**src/sira_pkg.sv**
```systemverilog
// Package of constants for the sensor register access I2C target port
`default_nettype none
package sira_pkg;
   // Target addresses selected by the two address-select pins {hi,lo}
   localparam logic [6:0] ADDR_LL = 7'h1a;
   localparam logic [6:0] ADDR_LH = 7'h10;
   localparam logic [6:0] ADDR_HL = 7'h36;
   localparam logic [6:0] ADDR_HH = 7'h37;
   localparam logic       DIR_WRITE = 1'h0;     // Direction bit value for write
   localparam logic       DIR_READ  = 1'h1;     // Direction bit value for read
   localparam int         BYTE_BITS = 8;        // Bits per byte on the link
   localparam int         REG_AW    = 16;       // Register address width
   localparam logic [2:0] BIT_LAST  = 3'h7;     // Index of last bit in a byte
   localparam logic [2:0] BIT_FIRST = 3'h0;     // Index of first bit in a byte
   localparam logic [15:0] INDEX_RESET = 16'h0000; // Register index after reset
   // Link phases
   typedef enum logic [2:0] {
      SIRA_IDLE, SIRA_DEVADDR, SIRA_ADDRH, SIRA_ADDRL, SIRA_WDATA, SIRA_RDATA, SIRA_ACK, SIRA_RACK
   } sira_phase_e;
endpackage
`default_nettype wire

```
**src/sira_sync.sv**
```systemverilog
// Two flip-flop synchroniser for the link pins
`default_nettype none
module sira_sync #(
   parameter int WIDTH = 2                       // Number of bits synchronised
) (
   input  wire logic             sys_clk_in,     // System clock
   input  wire logic             rst_in,         // Asynchronous reset, high
   input  wire logic [WIDTH-1:0] async_in,       // Asynchronous levels
   output logic      [WIDTH-1:0] sync_out        // Synchronised levels
);
   logic [WIDTH-1:0] meta;                       // First stage, read only by second
   // Reset high: idle bus level, so no false start appears after reset
   always_ff @(posedge sys_clk_in or posedge rst_in) begin
      if (rst_in) begin
         meta     <= '1;
         sync_out <= '1;
      end else begin
         meta     <= async_in;
         sync_out <= meta;
      end
   end
endmodule
`default_nettype wire

```
**src/sira_top.sv**
```systemverilog
// I2C target port giving a host write and read access to sensor registers
// Function
// - Bytes shift most significant bit first
// - Two select pins choose 7-bit target address
// - Direction bit: 0 write, 1 read
// - Frame-class writes apply at frame reflection
// - Immediate-class writes apply when transaction completes
// - 16-bit register address, then 8-bit data
// - Receiver acknowledges each byte, then releases
// - Sequential write acknowledges and advances index together
`default_nettype none
module sira_top #(
   parameter int AW = 16,                        // Register address width
   parameter int DW = 8                          // Register data width
) (
   input  wire logic          sys_clk_in,        // 20 MHz system clock
   input  wire logic          rst_in,            // Asynchronous reset, active high
   input  wire logic          scl_in,            // Link clock from host
   input  wire logic          sda_in,            // Link data level
   output logic               sda_out,           // Link data drive value, always low
   output logic               sda_oe_n_out,      // Low while pulling data line low
   input  wire logic          addr_select_pin_hi_in, // Upper address-select pin
   input  wire logic          addr_select_pin_lo_in, // Lower address-select pin
   input  wire logic          frame_reflect_in,  // Frame reflection point pulse
   input  wire logic          register_hold_function_in, // Hold frame-class updates
   input  wire logic          frame_class_in,    // Addressed register is frame class
   input  wire logic [DW-1:0] reg_rdata_in,      // Read data at reg_addr_out
   output logic      [AW-1:0] reg_addr_out,      // Current register index
   output logic      [AW-1:0] wr_addr_out,       // Write address
   output logic      [DW-1:0] wr_data_out,       // Write data
   output logic               wr_now_out,        // Immediate write pulse
   output logic               wr_frame_out,      // Frame-class write pulse
   output logic               busy_out           // Transaction in progress
);
   // Whole state in one packed struct
   typedef struct packed {
      sira_pkg::sira_phase_e phase;      // Link phase
      sira_pkg::sira_phase_e after_ack;  // Phase following an acknowledge slot
      logic            scl_d;            // Previous synced clock
      logic            sda_d;            // Previous synced data
      logic [2:0]      bitn;             // Bit index within byte
      logic [7:0]      sh;               // Shift register
      logic            rd;               // Current transaction is a read
      logic            pull;             // Pulling data line low
      logic [AW-1:0]   index;            // Register index
      logic [AW-1:0]   waddr;            // Latched write address
      logic [DW-1:0]   wdata;            // Latched write data
      logic            pend_now;         // Immediate write waiting for stop or repeated start
      logic            pend_frame;       // Frame write waiting for reflection
      logic            frame_sel;        // Pending write is frame class
      logic            wnow;             // Immediate write pulse
      logic            wframe;           // Frame write pulse
      logic            got;              // A bit has been taken since the start
      logic            host_ack;         // Host acknowledged the last read byte
   } sira_state_s;

   sira_state_s st;                      // Registered state
   sira_state_s next_st;                 // Next state
   logic [1:0]  pins;                    // Synced {scl, sda}
   logic        scl_s;                   // Synced clock
   logic        sda_s;                   // Synced data
   logic        scl_rise;                // Clock rising edge
   logic        scl_fall;                // Clock falling edge
   logic        start_c;                 // Start or repeated start
   logic        stop_c;                  // Stop
   logic [6:0]  my_addr;                 // Selected target address
   logic [1:0]  sel_s;                   // Synced select pins

   // Link pins pass two flip-flops before use; the clock is sampled, not used as a clock
   sira_sync #(.WIDTH(2)) u_sync_link (
      .sys_clk_in (sys_clk_in),
      .rst_in     (rst_in),
      .async_in   ({scl_in, sda_in}),
      .sync_out   (pins)
   );
   // Select pins are static straps but still synchronised
   sira_sync #(.WIDTH(2)) u_sync_sel (
      .sys_clk_in (sys_clk_in),
      .rst_in     (rst_in),
      .async_in   ({addr_select_pin_hi_in, addr_select_pin_lo_in}),
      .sync_out   (sel_s)
   );
   assign scl_s = pins[1];
   assign sda_s = pins[0];

   // Target address from the select pins
   always_comb begin
      case (sel_s)
         2'h0:    my_addr = sira_pkg::ADDR_LL;
         2'h1:    my_addr = sira_pkg::ADDR_LH;
         2'h2:    my_addr = sira_pkg::ADDR_HL;
         default: my_addr = sira_pkg::ADDR_HH;
      endcase
   end

   // Edge and bus condition detection on the synced samples
   assign scl_rise = scl_s & ~st.scl_d;
   assign scl_fall = ~scl_s & st.scl_d;
   assign start_c  = scl_s & st.scl_d & st.sda_d & ~sda_s;
   assign stop_c   = scl_s & st.scl_d & ~st.sda_d & sda_s;

   // Protocol engine: sample on clock rise, change data drive on clock fall
   always_comb begin
      next_st        = st;
      next_st.scl_d  = scl_s;
      next_st.sda_d  = sda_s;
      next_st.wnow   = 1'b0;
      next_st.wframe = 1'b0;
      // Frame-class write goes out at reflection unless hold keeps it back
      if (st.pend_frame && frame_reflect_in && !register_hold_function_in) begin
         next_st.pend_frame = 1'b0;
         next_st.wframe     = 1'b1;
      end
      if (stop_c || start_c) begin
         // Immediate write applied when the transaction completes
         if (st.pend_now) begin
            next_st.pend_now = 1'b0;
            next_st.wnow     = 1'b1;
         end
         next_st.pull  = 1'b0;
         next_st.bitn  = sira_pkg::BIT_FIRST;
         next_st.got   = 1'b0;
         next_st.phase = start_c ? sira_pkg::SIRA_DEVADDR : sira_pkg::SIRA_IDLE;
      end else if (scl_rise) begin
         case (st.phase)
            sira_pkg::SIRA_DEVADDR, sira_pkg::SIRA_ADDRH, sira_pkg::SIRA_ADDRL, sira_pkg::SIRA_WDATA: begin
               next_st.sh   = {st.sh[6:0], sda_s};
               next_st.got  = 1'b1;
               next_st.bitn = st.bitn + 3'h1;
            end
            sira_pkg::SIRA_RACK: begin
               // Index moves on either answer; the answer itself is acted on at the fall
               next_st.index    = st.index + 1'b1;
               next_st.host_ack = ~sda_s;
            end
            sira_pkg::SIRA_RDATA: begin
               next_st.bitn = st.bitn + 3'h1;
            end
            default: begin
            end
         endcase
      end else if (scl_fall) begin
         case (st.phase)
            sira_pkg::SIRA_DEVADDR: begin
               if (st.bitn == sira_pkg::BIT_FIRST && st.got) begin // Skip the fall that follows the start
                  if (st.sh[7:1] == my_addr) begin
                     next_st.pull      = 1'b1;
                     next_st.rd        = (st.sh[0] == sira_pkg::DIR_READ);
                     next_st.after_ack = (st.sh[0] == sira_pkg::DIR_READ) ?
                                         sira_pkg::SIRA_RDATA : sira_pkg::SIRA_ADDRH;
                     next_st.phase     = sira_pkg::SIRA_ACK;
                  end else begin
                     next_st.phase = sira_pkg::SIRA_IDLE;
                  end
               end
            end
            sira_pkg::SIRA_ADDRH: begin
               if (st.bitn == sira_pkg::BIT_FIRST) begin
                  next_st.index[15:8] = st.sh;
                  next_st.pull        = 1'b1;
                  next_st.after_ack   = sira_pkg::SIRA_ADDRL;
                  next_st.phase       = sira_pkg::SIRA_ACK;
               end
            end
            sira_pkg::SIRA_ADDRL: begin
               if (st.bitn == sira_pkg::BIT_FIRST) begin
                  next_st.index[7:0] = st.sh;
                  next_st.pull       = 1'b1;
                  next_st.after_ack  = sira_pkg::SIRA_WDATA;
                  next_st.phase      = sira_pkg::SIRA_ACK;
               end
            end
            sira_pkg::SIRA_WDATA: begin
               if (st.bitn == sira_pkg::BIT_FIRST) begin
                  // Acknowledge and advance index together
                  next_st.waddr      = st.index;
                  next_st.wdata      = st.sh;
                  next_st.index      = st.index + 1'b1;
                  next_st.pull       = 1'b1;
                  next_st.after_ack  = sira_pkg::SIRA_WDATA;
                  next_st.phase      = sira_pkg::SIRA_ACK;
                  // One pending write slot: sequential bytes overwrite the held one
                  next_st.frame_sel  = frame_class_in;
                  next_st.pend_now   = ~frame_class_in;
                  next_st.pend_frame = frame_class_in;
               end
            end
            sira_pkg::SIRA_ACK: begin
               next_st.bitn  = sira_pkg::BIT_FIRST;
               next_st.phase = st.after_ack;
               if (st.after_ack == sira_pkg::SIRA_RDATA) begin
                  next_st.sh   = reg_rdata_in;
                  next_st.pull = ~reg_rdata_in[7];
               end else begin
                  next_st.pull = 1'b0;
               end
            end
            sira_pkg::SIRA_RDATA: begin
               if (st.bitn == sira_pkg::BIT_FIRST) begin
                  next_st.pull  = 1'b0;                         // Release for host acknowledge
                  next_st.phase = sira_pkg::SIRA_RACK;
               end else begin
                  next_st.pull = ~st.sh[sira_pkg::BIT_LAST - st.bitn];
               end
            end
            sira_pkg::SIRA_RACK: begin
               // Acknowledge fetches the byte at the advanced index, otherwise the read ends
               if (st.host_ack) begin
                  next_st.sh    = reg_rdata_in;
                  next_st.pull  = ~reg_rdata_in[7];
                  next_st.phase = sira_pkg::SIRA_RDATA;
               end else begin
                  next_st.phase = sira_pkg::SIRA_IDLE;
               end
            end
            default: begin
            end
         endcase
      end
   end

   // State register
   always_ff @(posedge sys_clk_in or posedge rst_in) begin
      if (rst_in) begin
         st       <= '0;
         st.scl_d <= 1'b1;
         st.sda_d <= 1'b1;
         st.index <= sira_pkg::INDEX_RESET;
      end else begin
         st <= next_st;
      end
   end

   // Outputs
   assign sda_out      = 1'b0;
   assign sda_oe_n_out = ~st.pull;
   assign reg_addr_out = st.index;
   assign wr_addr_out  = st.waddr;
   assign wr_data_out  = st.wdata;
   assign wr_now_out   = st.wnow;
   assign wr_frame_out = st.wframe;
   assign busy_out     = (st.phase != sira_pkg::SIRA_IDLE);

   // Assertions
   property p_dev_ack;
      @(posedge sys_clk_in) disable iff (rst_in)
      (st.phase == sira_pkg::SIRA_ACK) |-> !sda_oe_n_out;
   endproperty
   a_dev_ack: assert property (p_dev_ack) else $error("ack slot not driven");
   property p_frame_wait;
      @(posedge sys_clk_in) disable iff (rst_in)
      wr_frame_out |-> $past(frame_reflect_in) && !$past(register_hold_function_in);
   endproperty
   a_frame_wait: assert property (p_frame_wait) else $error("frame write off reflection");
   property p_now_end;
      @(posedge sys_clk_in) disable iff (rst_in)
      wr_now_out |-> $past(stop_c) || $past(start_c);
   endproperty
   a_now_end: assert property (p_now_end) else $error("immediate write not at end");
   property p_idx_inc;
      @(posedge sys_clk_in) disable iff (rst_in)
      (st.phase == sira_pkg::SIRA_WDATA && next_st.phase == sira_pkg::SIRA_ACK)
      |=> reg_addr_out == $past(reg_addr_out) + 16'h0001;
   endproperty
   a_idx_inc: assert property (p_idx_inc) else $error("index not advanced");
   property p_addr_match;
      @(posedge sys_clk_in) disable iff (rst_in)
      (st.phase == sira_pkg::SIRA_DEVADDR && next_st.phase == sira_pkg::SIRA_ACK)
      |-> st.sh[7:1] == my_addr;
   endproperty
   a_addr_match: assert property (p_addr_match) else $error("wrong address acked");
   property p_rw_dir;
      @(posedge sys_clk_in) disable iff (rst_in)
      (st.phase == sira_pkg::SIRA_DEVADDR && next_st.phase == sira_pkg::SIRA_ACK)
      |=> st.rd == $past(st.sh[0]);
   endproperty
   a_rw_dir: assert property (p_rw_dir) else $error("direction misread");
   property p_addr_order;
      @(posedge sys_clk_in) disable iff (rst_in)
      (st.phase == sira_pkg::SIRA_ADDRH && next_st.phase == sira_pkg::SIRA_ACK)
      |=> reg_addr_out[15:8] == $past(st.sh);
   endproperty
   a_addr_order: assert property (p_addr_order) else $error("upper byte misplaced");
   property p_release;
      @(posedge sys_clk_in) disable iff (rst_in)
      (st.phase == sira_pkg::SIRA_RACK) |-> sda_oe_n_out;
   endproperty
   a_release: assert property (p_release) else $error("line not released");
   c_write: cover property (@(posedge sys_clk_in) disable iff (rst_in) wr_now_out);
   c_frame: cover property (@(posedge sys_clk_in) disable iff (rst_in) wr_frame_out);
   c_read:  cover property (@(posedge sys_clk_in) disable iff (rst_in) st.phase == sira_pkg::SIRA_RACK);
endmodule
`default_nettype wire

```
**config.mk**
```make
export PLATFORM = sky130hd
export DESIGN_NAME = sira_top
export DESIGN_NICKNAME = d
export VERILOG_FILES = /design/src/sira_pkg.sv /design/src/sira_sync.sv /design/src/sira_top.sv
export SDC_FILE = /design/constraint.sdc
export NUM_CORES = 1
export LEC_CHECK = 0
export ABC_CLOCK_PERIOD_IN_PS = 4500
export BUFFER_PORTS_ARGS = -buffer_cell sky130_fd_sc_hd__buf_4
export CAP_MARGIN = 20
export CELL_PAD_IN_SITES_DETAIL_PLACEMENT = 1
export CELL_PAD_IN_SITES_GLOBAL_PLACEMENT = 1
export CORE_ASPECT_RATIO = 0.9
export CORE_UTILIZATION = 48
export CTS_CLUSTER_SIZE = 28
export DETAILED_ROUTE_END_ITERATION = 7
export GPL_TIMING_DRIVEN = 0
export PLACE_DENSITY_LB_ADDON = 0.05
export SKIP_LAST_GASP = 1
export SYNTH_ARGS = -nofsm -noshare
export SYNTH_HDL_FRONTEND = slang
export SYNTH_HIERARCHICAL = 1
export SYNTH_SLANG_ARGS = --single-unit
```
**constraint.sdc**
```tcl
create_clock -name sys_clk_in -period 4.5 [get_ports sys_clk_in]
set_input_delay 0.45 -clock sys_clk_in [delete_from_list [all_inputs] [get_ports sys_clk_in]]
set_output_delay 0.45 -clock sys_clk_in [all_outputs]
set_load 0.005 [all_outputs]
```
# [After elaboration in Yosys (flattened, before gate mapping)]
# Cells that the tools add are included.
[classes] n_reduce_logical=37 n_bitwise=17 addsub=3 n_mux=55 order_cmp=1 n_eq_ne=32
[ops] cell="$mux W56" n=1
[ops] cell="$pmux W8 S2" n=3
[ops] cell="$mux W44" n=1
[ops] cell="$ne A3 B3 Y1 const B" n=12
[ops] cell="$mux W16" n=2
[ops] cell="$mux W8" n=4
[ops] cell="$mux W3" n=10
[ops] cell="$mux W6" n=5
[ops] cell="$mux W27" n=1
[ops] cell="$reduce_and A6 Y1" n=4
[ops] cell="$reduce_bool A3 Y1" n=7
[ops] cell="$pmux W3 S6" n=1
[ops] cell="$pmux W6 S3" n=1
[ops] cell="$mux W1" n=17
[ops] cell="$add A16 B1 Y16 const B" n=1
[ops] cell="$eq A3 B3 Y1 const B" n=5
[ops] cell="$reduce_bool A2 Y1" n=6
[ops] cell="$mux W11" n=1
[ops] cell="$not A1 Y1" n=10
[ops] cell="$mux W9" n=1
[ops] cell="$pmux W3 S3" n=1
[ops] cell="$reduce_and A9 Y1" n=1
[ops] cell="$mux W2" n=4
[ops] cell="$ne A2 B1 Y1 const B" n=4
[ops] cell="other kinds (30)" n=42
[totals] wordCells=168 output_inout_bits=45 reg_bits=76

# [Longest topological paths before layout]
[depth] word_depth=9 ltp_mapped=10 ltp_nobuf=7

# [By module]
# The synthesis kept the hierarchy.
[modules_own_cells] mod="sira_top" n_inst=1 seq_area_each_um2=1654.1 cells_each=409 area_per_inst_um2=4062.6
[modules_own_cells] mod="sira_sync" n_inst=2 seq_area_each_um2=105.1 cells_each=5 area_per_inst_um2=108.9

# [Worst setup path before layout]
# No wires, ideal clock.
[synth_path] path_type="reg-to-reg" from="register st[61] (netlist name)" to="register st (netlist bit wr_addr_out[15])" setup_slack_ns=2.408 t_required_ns=4.375 arrival_ns=1.967 stages_incl_launch_ff=9 n_path_buf=2 path_cell_list="dfstp_2 inv_1 ha_1 and2b_4 and3_1 and2_1 buf_4 buf_6 mux2_2"
[synth_between] elab_chain_len=6 elab_cells_between_ends=12
[synth_rtl] item="start: declaration" line="sira_top.sv:57" text="sira_state_s st;"
[synth_rtl] item="start signal: assignment" line="sira_top.sv:230" text="st <= next_st;"
[synth_rtl] item="$and A1 B1 Y1" line="sira_top.sv:99, sira_top.sv:100"
[synth_rtl] item="$and A1 B1 Y1, on equally long branches (2 in a row)" line="sira_top.sv:100, sira_top.sv:99"
[synth_rtl] item="$logic_or A1 B1 Y1" line="sira_top.sv:114" text="if (stop_c || start_c) begin"
[synth_rtl] item="$not A1 Y1 (no line)"
[synth_rtl] item="$reduce_and A5 Y1 (no line) *"
# Every way passes the cells marked *; elsewhere a longest branch is shown, timed or not.
# A chain may end at the register's enable or synchronous reset.

# [Worst setup path in the final report]
[layout_path] from="register st[61] (netlist name)" to="register st (netlist bit reg_addr_out[4])"
[layout_between] elab_chain_len=6 elab_cells_between_ends=17
[layout_rtl] item="$and A1 B1 Y1" line="sira_top.sv:99, sira_top.sv:100"
[layout_rtl] item="$and A1 B1 Y1, on equally long branches (2 in a row)" line="sira_top.sv:100, sira_top.sv:99"
[layout_rtl] item="$logic_or A1 B1 Y1" line="sira_top.sv:114"
[layout_rtl] item="$not A1 Y1 (no line)"
[layout_rtl] item="$reduce_and A6 Y1 (no line)"
# Parallel ways exist; a longest one is shown, timed or not.

==> impl_metrics.tcl <==
set metrics [dict create \
    areaGrowthSynthToFinish_pct 19.2 \
    pre_cts_ws_ps 2110 \
    synthArstFlopShare_pct 100 \
    finalSetupViolCount 0 \
    first_global_vias 3695 \
    p_leak_nw 2.44 \
    drc 0 \
    track_usage_pct 27.3 \
    antenna_found_initial 0 \
    multiInputGateArea_um2 1890 \
    worstMarginPinSlew_ps 864 \
    final_antenna_net_count 0 \
    max_freq_ghz 0.413 \
    final_max_slew_viol_count 0 \
    std_cell_rows 32 \
    synth_seq_cells 74 \
    clk_pin_slew_ps 90 \
    worstPathArrival_ps 2710 \
    synth_edf_count 0 \
    grt_pass1_wl_um 19200 \
    coreArea_um2 8610 \
    syn_area_per_cell_um2 10.2 \
    worstSkewPairLatency_ps 360 \
    insertedDiodeCount 0 \
    die_area_um2 9300 \
    yosysWarningCount 6 \
    period_share_pct 53.8 \
    fin_util_pct 59.3 \
    fin_hold_ws_ps 192 \
    start_util_pct 49.7 \
    endpoint_kind "register" \
    cts_setup_buffers 0 \
    synth_commonest_cells "dfrtp_1, buf_4, mux2_2, a21oi_1, nand2_1" \
    synth.most_common_cell "dfrtp_1" \
    routed_wl_um 11700 \
    via_per_inst 5.75 \
    powerDensity_nw_per_um2 285 \
    fillCellCount 981 \
    post-dp-hpwl_um 8320 \
    nets 513 \
    htreeDepth 3 \
    syn-num-nets 442 \
    synth_top_area_share_pct 37.4 \
    start_kind "register" \
    yosys.area.top_type "dfrtp_1" \
    vias 3528 \
    synthFlopType "dfrtp_1" \
    clock_sinks 74 \
    drtIter0Drc 147 \
    cap_violations 0 \
    die_height_um 91.6 \
    hp-class "input pin to asynchronous set/reset pin" \
    tns_ps 0 \
    cts_tree "yes" \
    ys_seq_area_share_pct 43.6 \
    cts_buffers 9 \
    io_buffers 60 \
    cp.required_ps 4790 \
    hold_viol 0 \
    critical_path_class "register to register" \
    maxSlewHeadroom_pct 42.4 \
    outcome "finished clean" \
    seq_area_um2 1860 \
    min_period_ps 2420 \
    final_cells 614 \
    p_total_mw 1.45 \
    finClkSkew_ps 12.0 \
    die_w_um 102 \
    ir_drop_uv 212 \
    drive_above_1_share_pct 39.2 \
    synthTopCellsByArea "dfrtp_1, mux2_2, buf_4" \
    grt_remaining_overflow 0 \
    setup_slack_ps 2080 \
    syn_inst 419 \
    dr.pass1.iters 4 \
    cp_max_fo 10 \
    avgRoutedWirePerCell_um 19.1 \
    cts_hold_buf 0 \
    placed_area_um2 4880 \
    clock_path_buffers 2 \
    finalWeightedCongestion 0.898 \
    finalInstanceArea_um2 5100 \
    placed_cells 598 \
    grt_max_degree 67 \
    cts-root-buf "clkbuf_8" \
    synth_area_um2 4280 \
    rsz0062_at_grt "no" \
    cts_resized 0 \
    netlist-cell-type-count 64 \
    io_pins 62 \
]
[placed cells by master, fill, tap and decap left out, types with 4 or more instances in the layout]
| master | netlist | layout |
|---|---|---|
| a211oi_1 | 4 | 4 |
| a21o_1 | 6 | 6 |
| a21oi_1 | 28 | 28 |
| a22o_1 | 8 | 8 |
| a31oi_1 | 7 | 7 |
| and3_1 | 5 | 5 |
| buf_2 | 7 | 7 |
| buf_4 | 47 | 107 |
| buf_6 | 5 | 5 |
| clkbuf_1 | 4 | 5 |
| clkbuf_8 | 0 | 9 |
| dfrtp_1 | 64 | 64 |
| dfstp_2 | 10 | 10 |
| ha_1 | 6 | 6 |
| inv_1 | 16 | 15 |
| mux2_2 | 33 | 33 |
| mux2i_1 | 4 | 4 |
| nand2_1 | 25 | 25 |
| nand2b_1 | 9 | 9 |
| nand3_1 | 11 | 11 |
| nand4_1 | 6 | 6 |
| nor2_1 | 18 | 18 |
| nor2b_1 | 4 | 4 |
| nor3_1 | 4 | 4 |
| nor4_1 | 4 | 4 |
| o21ai_0 | 23 | 23 |
[area by class of cell]
cell class              instances  area share (%)
well taps                     119            2.92
multi-input cells             265            37.1
flip-flops and latches         74            36.5
clock inverters                 6            1.79
clock buffers                  10            2.50
plain buffers                  64            9.10
repair buffers                 60            8.83
inverters                      16            1.23
[worst max-delay path, stage by stage, from the launching register on]
cell and delay [ps]:
dfstp_2 550, inv_1 40, ha_1 270, buf_4 210
nor2_1 260, clkbuf_1 430, nor2_1 100, nor3_1 280
o22a_1 200
[state kept, by name, summed over array words and instances (netlist names)]
name and cells:
u_sync_sel/meta 2, wr_frame_out 1, wr_now_out 1, u_sync_link/sync_out 2
reg_addr_out 16, wr_data_out 8, wr_addr_out 16, st 24
u_sync_link/meta 2, u_sync_sel/sync_out 2
[per-layer routing]
metal / global-route usage [%] / vias to the layer above / routed length (µm)
met5: 0 / - / 0
met4: 8.21 / 0 / 176
met2: 42.9 / 97 / 5430
met1: 37.7 / 1798 / 5550
met3: 5.31 / 18 / 579
li1: - / 1615 / -
[final timing paths]
path	endpoint	cells after the start	slack, ps	from
max	reg_addr_out[4]$_DFFE_PP0P_	8	2080	st[61]$_DFF_PP1_
min	u_sync_sel/sync_out[0]$_DFF_PP1_	2	190	rst_in
max reg2reg	reg_addr_out[4]$_DFFE_PP0P_	8	2080	st[61]$_DFF_PP1_
min reg2reg	u_sync_link/sync_out[0]$_DFF_PP1_	0	350	u_sync_link/meta[0]$_DFF_PP1_
max in group asynchronous	reg_addr_out[6]$_DFFE_PP0P_	2	3630	rst_in
min in group sys_clk_in	u_sync_sel/meta[0]$_DFF_PP1_	1	190	addr_select_pin_lo_in
[logic make-up (layout without fill, tap and decap cells)]
logic type,count (synthesis),count (layout),synth area share (%)
other,1,1,0.0876
AO/OA/AOI/OAI,111,111,17.8
buffers and inverters,80,156,12.2
AND/OR/NAND/NOR,105,105,13.3
XOR/XNOR,3,3,0.614
flip-flops,74,74,43.6
adder cells (fa/ha/maj),6,6,1.75
multiplexers,39,39,10.7
[report_power, final]
group | internal (mW) | switching (mW) | total, mW
clock | 0.313 | 0.274 | 0.587
combinational | 0.0610 | 0.0917 | 0.153
sequential | 0.686 | 0.0283 | 0.714
total | 1.06 | 0.394 | 1.45
Power figures use the tool's default switching activity.
